===== config.mk =====
export PLATFORM = sky130hd
export DESIGN_NAME = pfs_status
export DESIGN_NICKNAME = d
export VERILOG_FILES = /design/src/verilog/pfs_pkg.sv /design/src/verilog/pfs_status.sv /design/src/verilog/pfs_crc.sv
export SDC_FILE = /design/constraint.sdc
export NUM_CORES = 1
export LEC_CHECK = 0
export ABC_CLOCK_PERIOD_IN_PS = 5400
export BUFFER_PORTS_ARGS = -buffer_cell sky130_fd_sc_hd__buf_4
export CAP_MARGIN = 20
export CORE_MARGIN = 4
export CORE_UTILIZATION = 30
export CTS_BUF_LIST = sky130_fd_sc_hd__clkbuf_4 sky130_fd_sc_hd__clkbuf_8
export CTS_CLUSTER_DIAMETER = 100
export DETAILED_ROUTE_END_ITERATION = 8
export PLACE_DENSITY = 0.61
export SLEW_MARGIN = 5
export SYNTH_ARGS = -nofsm -noshare
export SYNTH_HDL_FRONTEND = slang
export SYNTH_SLANG_ARGS = --single-unit

===== constraint.sdc =====
create_clock -name CLK -period 5.4 [get_ports CLK]
set_clock_uncertainty 0.1 [all_clocks]
set_input_delay 0.81 -clock CLK [delete_from_list [all_inputs] [get_ports CLK]]
set_output_delay 0.81 -clock CLK [all_outputs]
set_load 0.005 [all_outputs]

===== src/verilog/pfs_pkg.sv =====
// Constants for the primary-side fault status word (bits 8..0 of 16).
// Assumes one 50 MHz clock domain and an asynchronous active-low reset.
package pfs_pkg;
    // ==========================================================
    // Word layout
    localparam int WORD_W            = 16;
    localparam int BIT_RAIL_SUPPLY   = 8;
    localparam int BIT_LINK          = 7;
    localparam int BIT_SELFTEST      = 6;
    localparam int BIT_CLOCK         = 5;
    localparam int BIT_CONFIG        = 4;
    localparam int BIT_TRIM          = 3;
    localparam int BIT_ENABLE        = 2;
    localparam int BIT_ALARM_OR      = 1;
    localparam int BIT_WARN_OR       = 0;
    localparam int N_SRC             = 9;
    localparam int CFG_W             = 16;
    localparam int N_CFG             = 3;
    localparam int CRC_W             = 16;
    localparam logic [WORD_W-1:0] STATUS_RESET = 16'h0000;
    localparam logic [CRC_W-1:0]  CRC_POLY     = 16'h1021;
    localparam logic [CRC_W-1:0]  CRC_SEED     = 16'hffff;

    // ==========================================================
    // Operating states
    typedef enum logic [1:0] {
        PFS_ST_CONFIG1,
        PFS_ST_CONFIG2,
        PFS_ST_ACTIVE,
        PFS_ST_OTHER
    } pfs_mode_t;
endpackage : pfs_pkg


===== src/verilog/pfs_status.sv =====
// Primary-side fault status word, bits 8..0, read-only to software.
// Assumes detector inputs and mode are synchronous to CLK.
`timescale 1ns/1ps
module pfs_status #(
    parameter int TRIM_W = 64
) (
    // Clock and reset
    input  wire logic                        CLK,
    input  wire logic                        RESET_N,
    input  wire logic                        CE,
    // Operating state
    input  wire pfs_pkg::pfs_mode_t          MODE,
    // Detector levels
    input  wire logic                        RAIL_FAULT,
    input  wire logic                        LINK_FAULT,
    input  wire logic                        SELFTEST_DONE,
    input  wire logic                        SELFTEST_PASS,
    input  wire logic                        CLOCK_MISMATCH,
    // Configuration registers
    input  wire logic [pfs_pkg::CFG_W-1:0]   CFG_A,
    input  wire logic [pfs_pkg::CFG_W-1:0]   CFG_B,
    input  wire logic [pfs_pkg::CFG_W-1:0]   CFG_C,
    input  wire logic                        TEST_REG_WRITE,
    input  wire logic                        RESERVED_WRITE,
    // Trim data
    input  wire logic [TRIM_W-1:0]           TRIM_DATA,
    // Output enable
    input  wire logic                        ENABLE_CMD,
    input  wire logic                        DISABLE_CMD,
    // Pin routing
    input  wire logic [pfs_pkg::N_SRC-1:0]   ALARM_ROUTE,
    input  wire logic [pfs_pkg::N_SRC-1:0]   WARN_ROUTE,
    // Status word
    output logic      [pfs_pkg::WORD_W-1:0]  STATUS
);
    // ==========================================================
    // State
    typedef struct packed {
        logic [pfs_pkg::WORD_W-1:0]           word;
        logic [pfs_pkg::N_CFG*pfs_pkg::CFG_W-1:0] cfg_prev;
        logic                                 cfg_valid;
        logic [pfs_pkg::CRC_W-1:0]            trim_ref;
        logic                                 trim_armed;
        logic                                 selftest_fail;
        logic                                 cfg_fault;
        logic                                 trim_fault;
        logic                                 enabled;
    } pfs_state_t;

    pfs_state_t                  r;
    pfs_state_t                  next_r;
    logic [pfs_pkg::CRC_W-1:0]   trim_crc;
    logic [pfs_pkg::N_SRC-1:0]   src;
    logic [pfs_pkg::N_SRC-1:0]   alarm_hit;
    logic [pfs_pkg::N_SRC-1:0]   warn_hit;
    logic [pfs_pkg::N_CFG*pfs_pkg::CFG_W-1:0] cfg_now;
    logic                        supervise;
    logic                        alarm_any;
    logic                        warn_any;

    pfs_crc #(.DATA_W(TRIM_W)) u_crc (
        .data (TRIM_DATA),
        .crc  (trim_crc)
    );

    assign cfg_now   = {CFG_A, CFG_B, CFG_C};
    assign supervise = (MODE == pfs_pkg::PFS_ST_CONFIG2) ||
                       (MODE == pfs_pkg::PFS_ST_ACTIVE);

    // ==========================================================
    // Routable fault sources, one per word bit 8..3; positions 2..0 are tied to zero
    assign src = {RAIL_FAULT, LINK_FAULT, r.selftest_fail, CLOCK_MISMATCH,
                  r.cfg_fault, r.trim_fault, 1'b0, 1'b0, 1'b0};

    generate
        for (genvar g = 0; g < pfs_pkg::N_SRC; g++) begin : g_route
            assign alarm_hit[g] = src[g] & ALARM_ROUTE[g];
            assign warn_hit[g]  = src[g] & WARN_ROUTE[g];
        end
    endgenerate

    assign alarm_any = |alarm_hit;
    assign warn_any  = |warn_hit;

    // ==========================================================
    // Next state
    always_comb begin
        next_r = r;
        if (SELFTEST_DONE && !SELFTEST_PASS) begin
            next_r.selftest_fail = 1'b1;
        end
        // Config change watch, only counts in active mode
        next_r.cfg_prev  = cfg_now;
        next_r.cfg_valid = 1'b1;
        if (MODE == pfs_pkg::PFS_ST_ACTIVE && r.cfg_valid &&
            cfg_now != r.cfg_prev) begin
            next_r.cfg_fault = 1'b1;
        end
        if (MODE == pfs_pkg::PFS_ST_CONFIG2 &&
            (TEST_REG_WRITE || RESERVED_WRITE)) begin
            next_r.cfg_fault = 1'b1;
        end
        // Trim reference captured on entry to supervision
        if (supervise) begin
            next_r.trim_armed = 1'b1;
            if (!r.trim_armed) begin
                next_r.trim_ref = trim_crc;
            end else if (trim_crc != r.trim_ref) begin
                next_r.trim_fault = 1'b1;
            end
        end else begin
            next_r.trim_armed = 1'b0;
        end
        if (ENABLE_CMD) begin
            next_r.enabled = 1'b1;
        end else if (DISABLE_CMD) begin
            next_r.enabled = 1'b0;
        end
        next_r.word = pfs_pkg::STATUS_RESET;
        next_r.word[pfs_pkg::BIT_RAIL_SUPPLY] = RAIL_FAULT;
        next_r.word[pfs_pkg::BIT_LINK]        = LINK_FAULT;
        next_r.word[pfs_pkg::BIT_SELFTEST]    = next_r.selftest_fail;
        next_r.word[pfs_pkg::BIT_CLOCK]       = CLOCK_MISMATCH;
        next_r.word[pfs_pkg::BIT_CONFIG]      = next_r.cfg_fault;
        next_r.word[pfs_pkg::BIT_TRIM]        = next_r.trim_fault;
        next_r.word[pfs_pkg::BIT_ENABLE]      = next_r.enabled;
        next_r.word[pfs_pkg::BIT_ALARM_OR]    = alarm_any;
        next_r.word[pfs_pkg::BIT_WARN_OR]     = warn_any;
    end

    always_ff @(posedge CLK or negedge RESET_N) begin
        if (!RESET_N) begin
            r <= '0;
        end else if (CE) begin
            r <= next_r;
        end
    end

    assign STATUS = r.word;
endmodule : pfs_status


===== src/verilog/pfs_crc.sv =====
// Combinational CRC-16 over a data word; used for trim supervision.
// Assumes the caller registers the result.
`timescale 1ns/1ps
module pfs_crc #(
    parameter int DATA_W = 64
) (
    // Data in
    input  wire logic [DATA_W-1:0]          data,
    // Checksum out
    output logic      [pfs_pkg::CRC_W-1:0]  crc
);
    always_comb begin
        logic [pfs_pkg::CRC_W-1:0] c;
        c = pfs_pkg::CRC_SEED;
        for (int i = DATA_W - 1; i >= 0; i--) begin
            if (c[pfs_pkg::CRC_W-1] ^ data[i]) begin
                c = {c[pfs_pkg::CRC_W-2:0], 1'b0} ^ pfs_pkg::CRC_POLY;
            end else begin
                c = {c[pfs_pkg::CRC_W-2:0], 1'b0};
            end
        end
        crc = c;
    end
endmodule : pfs_crc


Yosys cells after proc, flatten, opt, wreduce, memory -nomap -nowiden
Cells that the tools add are included.
- bits in registers: 79
- output and inout port bits: 16
- word-level logic and storage cells: 235
- equal/unequal tests: 4
- multiplexer cells: 73
- bitwise gates (word level): 139
- reduce and logical (&&, ||, !) cells: 10
- operators by type and width (cell ; count):
    $mux W13 ; 64
    $not A3 Y3 ; 63
    $xor A1 B1 Y1 ; 60
    $ne A48 B48 Y1 ; 1
    $ne A16 B16 Y1 ; 1
    $and A1 B1 Y1 ; 12
    $reduce_or A6 Y1 ; 2
    $mux W1 ; 9
    $logic_and A1 B1 Y1 ; 4
    $reduce_and A3 Y1 ; 1
    $xor A1 B1 Y1 const A ; 3
    $eq A2 B1 Y1 const B ; 1
    $eq A2 B2 Y1 const B ; 1
    $logic_or A1 B1 Y1 ; 2
    $logic_not A1 Y1 ; 1
    $not A1 Y1 ; 1

Logic depth before layout (Yosys ltp)
Gate-level depths: netlist of the first run.
- word-level depth: 131
- mapped depth: 12
- mapped depth without buffers: 11

Hierarchy
From an unflattened synthesis of the first run, not the netlist that was laid out.
- cells, all modules: 463
- area, all modules: 6284.8 µm²
- modules (own cells, without submodules) (module ; instances ; cells an instance ; area each (µm²) ; sequential area each (µm²)):
    pfs_status ; 1 ; 282 ; 3696.0 ; 1876.8
    pfs_crc ; 1 ; 181 ; 2588.7 ; 0.0

Worst setup path before layout of the first run
OpenSTA, ideal clock, no wires.
- path kind: in2reg
- from: input TRIM_DATA[59]
- to: register r, in the netlist STATUS[3]
- library setup time: 0.132 ns
- arrival: 4.473 ns
- path slack: 0.695 ns
- cell stages on the path: 10
- cell sequence: xor3_2 xor2_4 xnor3_2 xnor3_2 xnor3_1 xnor3_2 or3b_1 a2111o_1 a2111oi_4 a31oi_1
- cells in the longest elaborated chain, start to end: 66
- ends and longest elaborated chain (item ; line ; text):
    start, declared ; pfs_status.sv:26 ; input wire logic [TRIM_W-1:0] TRIM_DATA,
    $xor A1 B1 Y1 (*) ; pfs_crc.sv:16 ; if (c[pfs_pkg::CRC_W-1] ^ data[i]) begin
    $mux W13 (*) ; pfs_crc.sv:16 ;
    $mux W13 (3 in a row) ; pfs_crc.sv:16 ;
    $mux W13 (*) ; pfs_crc.sv:16 ;
    $not A3 Y3 (no source line) ; n/a ;
    $mux W13 (7 in a row) ; pfs_crc.sv:16 ;
    $not A3 Y3 (no source line) ; n/a ;
    $mux W13 ; pfs_crc.sv:16 ;
    (+32 left out) ; n/a ;
    $xor A1 B1 Y1 ; pfs_crc.sv:16 ;
    $mux W13 (5 in a row) ; pfs_crc.sv:16 ;
    $not A3 Y3 (no source line) ; n/a ;
    $mux W13 (7 in a row) ; pfs_crc.sv:16 ;
    $ne A16 B16 Y1 (*) ; pfs_status.sv:108 ; end else if (trim_crc != r.trim_ref) begin
    $mux W1 (*) ; pfs_status.sv:108 ;
    $mux W1 (*) ; pfs_status.sv:106 ; if (!r.trim_armed) begin
    $mux W1 (*) ; pfs_status.sv:104 ; if (supervise) begin
    end signal, assigned ; pfs_status.sv:135 ; r <= next_r;
    end, declared ; pfs_status.sv:50 ; pfs_state_t r;
Mark *: on every way between the ends. The rest lies on a longest branch, timed or not.
A chain may end at the register's enable or synchronous reset.

Worst setup path in the final report of the first run
Ends and elaborated chain as after synthesis.

==> flow_summary.ini, run 1 <==
[outcome]
outcome = complete, no violations

[route]
via_count = 3979
via_per_inst = 4.377
first_pass_iters = 4
drcViolationCount = 0
wl_per_cell_um = 15.50
drt-total-wl_um = 14090
drtIter0Drc = 70
final_antenna_net_count = 0

[floorplan]
rows = 53
dieArea_um2 = 23920
top_level_ports = 160
chipWidth_um = 154.7
start_util = 0.3060
die_y_um = 154.7
core_area_um2 = 21090

[cts]
clk_root_buffer_cell = clkbuf_8
cts_buffers = 9
cts_tree = done
cts_resized = 0
clock_sinks = 75
hold_buffers = 0
cts_setup_buffers = 0
path_clk_slew_ns = 0.08
cts_buffer_depth = 2
clk_latency_ns = 0.35
ctsHtreeMaxLevel = 3

[yosys]
postSynthCellCount = 490
syn_avg_cell_area_um2 = 13.17
syn_area_um2 = 6452
synth-async-reset-ratio = 1.000
synth_top_cell_by_area = dfrtp_1
synth_top_area_frac = 0.2909
ys.flop_type = dfrtp_1
yosys_warnings = 0
synth_area_leaders = dfrtp_1 29%, xnor3_1 15%, xnor2_1 12%
synth_seq_cells = 75
synth_edf_count = 0
seq_area_frac_synth = 0.2909
synthDistinctLibCells = 47

[grt]
grt_max_degree = 76
grt_pass1_vias = 4507
grt.overflow.total = 0
grt_usage = 0.1177
grt_pass1_wl_um = 22800
antenna_found_initial = 0

[finish]
drive_gt1_frac = 0.3959
insertedDiodeCount = 0
nets = 775
final_cell_mix = 149 x buf_4, 89 x xnor2_1, 76 x xor2_1
num-fill-cells = 2038
area_growth_pct = 24.01
final_common_cell = buf_4

[sta]
drv_slew = 0
tns_ns = 0
rsz0062_at_grt = false
timing.final.crit_share = 0.8875
finalSetupViolCount = 0
fmax_mhz = 208.7
slew_headroom = 0.3228
max_slew.worst_pin.slew_ns = 1.013
hold_viol = 0
whs_ns = 0.3622
finalCriticalPeriod_ns = 4.792

[run]
max_cap_violations = 0

[setup_path]
cp_max_fo = 7
start_kind = primary input
worstSetupPathType = primary input to flop
end_kind = flop
arrival_ns = 4.91
worstPathRequired_ns = 5.52

[placement]
dp_hpwl_um = 11540
portBuffers = 146
place_congestion = 0.7934

[hold_path]
hold_class = flop to flop
==> area by class of cell <==
cell class | instances | area (µm²) | area share
multi-input combinational | 390 | 4420 | 0.5525
sequential | 75 | 1877 | 0.2346
timing repair buffer | 149 | 1119 | 0.1398
tap | 275 | 344.1 | 0.04300
clock buffer | 10 | 137.6 | 0.01720
clock inverter | 6 | 88.84 | 0.01110
inverter | 4 | 15.01 | 0.001876
==> cell usage after synthesis (all sizes together), types with 2 or more instances <==
cell    instances
clkbuf          8
xnor3          58
nand3           2
xnor2          94
a41oi           2
dfrtp          75
nor2            3
nor4           12
a31oi           2
xor3           10
mux2           52
nor3            2
mux2i           3
xor2           83
o21ai          16
ha              2
buf            19
inv             4
nand4           3
a22oi           6
nand2          18
==> critical path: stages <==
cell	delay (ns)
buf_4	0.12
xor3_2	0.50
xor2_4	0.32
xnor3_2	0.59
xnor3_2	0.43
xnor3_1	0.47
xnor3_2	0.52
or3b_1	0.37
a2111o_1	0.43
a2111oi_4	0.22
a31oi_1	0.13
==> flip-flops by register name, summed over array words and instances, names as in the netlist <==
register / count
r: 66
STATUS: 9
==> per-stage QoR <==
step | cell area [µm²] | utilization | instances | setup WS (ns)
after floorplan | 6475 | - | 496 | 0.6955
after global placement | 7775 | 0.3687 | 893 | 0.3315
after detailed placement | 7775 | 0.3687 | 893 | 0.2166
after CTS | 8001 | 0.3794 | 909 | 0.5903
after global routing | 8001 | 0.3794 | 909 | 0.5008
final | 8001 | 0.3794 | 909 | 0.6075
==> logic make-up (layout without fill, tap and decap cells) <==
group	count (synthesis)	count (layout)	share of synthesized area
compound gates	33	33	0.03646
buf+inv	31	169	0.02754
xor+xnor	245	245	0.5057
other cells	1	7	0.0005812
fa+ha+maj	2	2	0.003878
simple gates	48	48	0.03956
mux	55	55	0.09540
flops	75	75	0.2909
==> routing by layer <==
| layer | GRT usage | share of wire | up-vias |
|---|---|---|---|
| met2 | 0.2090 | 0.51 | 82 |
| met4 | 0.01892 | 0.0057 | 0 |
| li1 | - | - | 1932 |
| met1 | 0.1441 | 0.42 | 1958 |
| met5 | 0 | 0 | - |
| met3 | 0.03497 | 0.062 | 7 |
==> worst paths after layout <==
kind                          startpoint   endpoint  slack [ns]  cells after the start
setup reg to reg                    r[5]  STATUS[3]        3.28                      5
min in group asynchronous        RESET_N      r[45]        0.51                      1
hold reg to reg                    r[21]      r[21]        0.36                      1
setup / recovery           TRIM_DATA[59]  STATUS[3]        0.61                     11
max in group asynchronous        RESET_N      r[13]        4.07                      1
hold / removal                     r[21]      r[21]        0.36                      1
Power of run 1 is left out: the tool's default activity adds up to more than one toggle a clock period on the data nets, which glitch-free logic cannot reach.
==> inputs of run 2 (changes only) <==
--- a/config.mk
+++ b/config.mk
@@ -19,2 +19,3 @@
 export SYNTH_HDL_FRONTEND = slang
+export SYNTH_HIERARCHICAL = 1
 export SYNTH_SLANG_ARGS = --single-unit
--- a/constraint.sdc
+++ b/constraint.sdc
@@ -4,2 +4,2 @@
 set_output_delay 0.81 -clock CLK [all_outputs]
-set_load 0.005 [all_outputs]
+set_load 0.1 [all_outputs]
==> flow_summary.ini, run 2 <==
[yosys]
synth_top_area_frac = 0.2986
synth_top_family_by_area = XOR/XNOR gates
ys.flop_type = dfrtp_1
yosys.area_share.xor_xnor = 0.4981
synth_area_leaders = dfrtp_1 30%, xnor2_1 17%, xnor3_1 13%
synth_top_cell_by_area = dfrtp_1
synth_compound_area_frac = 0.01712
synth_simple_gate_area_frac = 0.02946
yosys-top-cells-count = 120 x xnor2_1, 75 x dfrtp_1, 67 x mux2_2
yosys_warnings = 6
synth_mux_area_frac = 0.1200
seq_area_frac_synth = 0.2986
postSynthCellCount = 463
synthAdderAreaFrac = 0.003982
synth_seq_cells = 75
syn_avg_cell_area_um2 = 13.57
synth_edf_count = 0
synth-async-reset-ratio = 1.000
synth.most_common_cell = xnor2_1
syn_area_um2 = 6285
synthDistinctLibCells = 38

[finish]
final_common_cell = buf_4
drive_gt1_frac = 0.4413
multi_input_area_um2 = 4229
area_growth_pct = 23.31
regArea_um2 = 1877
num-fill-cells = 2037
final_area_um2 = 7750
regMostFlops = r
insertedDiodeCount = 0
largest_register_ffs = 66
nets = 747
final_cell_mix = 148 x buf_4, 120 x xnor2_1, 75 x dfrtp_1

[cts]
cts_buffers = 9
path_clk_slew_ns = 0.07
cts_setup_buffers = 0
clock_sinks = 75
hold_buffers = 0
cts_resized = 0
cts_buffer_depth = 2
cts_tree = done
ctsHtreeMaxLevel = 3
clk_root_buffer_cell = clkbuf_8
clk_latency_ns = 0.35

[placement]
portBuffers = 146
placed_area_um2 = 7574
dp_slack_ns = 0.4246
place_congestion = 0.7924
dp_hpwl_um = 10860

[route]
drtIter0Drc = 86
wl_per_cell_um = 14.97
drt-total-wl_um = 13100
first_pass_iters = 4
via_per_inst = 4.259
drcViolationCount = 0
final_antenna_net_count = 0
via_count = 3727

[grt]
grt_pass1_wl_um = 21450
grt_max_degree = 76
grt_pass1_vias = 4250
antenna_found_initial = 0
grt.overflow.total = 0
grt_usage = 0.1133

[floorplan]
die_y_um = 152.7
rows = 52
core_area_um2 = 20430
chipWidth_um = 152.7
top_level_ports = 160
start_util = 0.3076
dieArea_um2 = 23330

[sta]
hold_viol = 0
tns_ns = 0
finalCriticalPeriod_ns = 4.572
rsz0062_at_grt = false
fin_ws_ns = 0.8275
finalSetupViolCount = 0
fmax_mhz = 218.7
timing.final.crit_share = 0.8468
drv_slew = 0
max_slew.worst_pin.slew_ns = 0.9547
slew_headroom = 0.3635

[setup_path]
end_kind = flop
cpMostUsedCell = xnor2_1
arrival_ns = 4.70
crit_buf_inv = 1
slowest_delay_ns = 0.50
start_kind = primary input
worstSetupPathType = primary input to flop
crit_chain = buf_4 > xnor3_2 > xnor2_4 > xnor3_1 > xnor3_2 > xnor2_1 > xor3_1 > xnor3_1 > xnor2_1 > xnor2_1 > nand4_1 > nor4_1 > o31ai_1
cp_max_fo = 6
crit_family = XOR/XNOR gates
worstPathRequired_ns = 5.53
cpMaxStageDelayCell = xnor3_2

[outcome]
outcome = complete, no violations

[run]
max_cap_violations = 0

[hold_path]
hold_class = flop to flop
run 2: area by class of cell:
type,instances,area share
Multi-Input combinational cell,362,0.5457
Tap cell,270,0.04359
Timing Repair Buffer,148,0.1434
Clock inverter,3,0.003067
Inverter,5,0.002422
Sequential cell,75,0.2422
Clock buffer,12,0.01970
run 2: per-stage QoR:
stage,hold WS [ns],instances,utilization
after floorplan,0.3372,469,-
after global placement,0.3514,860,0.3707
after detailed placement,0.3573,860,0.3707
after CTS,0.3790,875,0.3793
after global routing,0.4055,875,0.3793
final,0.3783,875,0.3793
run 2: final timing paths:
check                               from        end  slack [ns]  cells after the start
setup / recovery           TRIM_DATA[59]  STATUS[3]        0.83                     13
hold / removal                     r[21]      r[21]        0.38                      1
setup reg to reg                   r[45]  STATUS[4]        3.78                      5
hold reg to reg                    r[21]      r[21]        0.38                      1
max in group asynchronous        RESET_N  STATUS[2]        4.07                      1
min in group asynchronous        RESET_N      r[28]        0.49                      1
run 2: per-layer routing:
metal / GRT usage / wire, µm
met2: 0.1966 / 6651
met1: 0.1325 / 5306
met5: 0 / 0
met3: 0.04970 / 1038
met4: 0.01824 / 105
run 2: cell families after synthesis:
family                   count (synthesis)
adder cells (fa/ha/maj)                  2
other                                    1
XOR/XNOR                               241
AO/OA/AOI/OAI                           15
AND/OR/NAND/NOR                         30
buffers and inverters                   32
flip-flops                              75
multiplexers                            67
run 2: worst register-to-register path: cells and delay by family, from the launching register on:
family	cells	cell delay [ns]
AND/OR/NAND/NOR	3	0.71
flip-flops	1	0.40
AO/OA/AOI/OAI	1	0.13
XOR/XNOR	1	0.17
Power of run 2 is left out for the same reason.
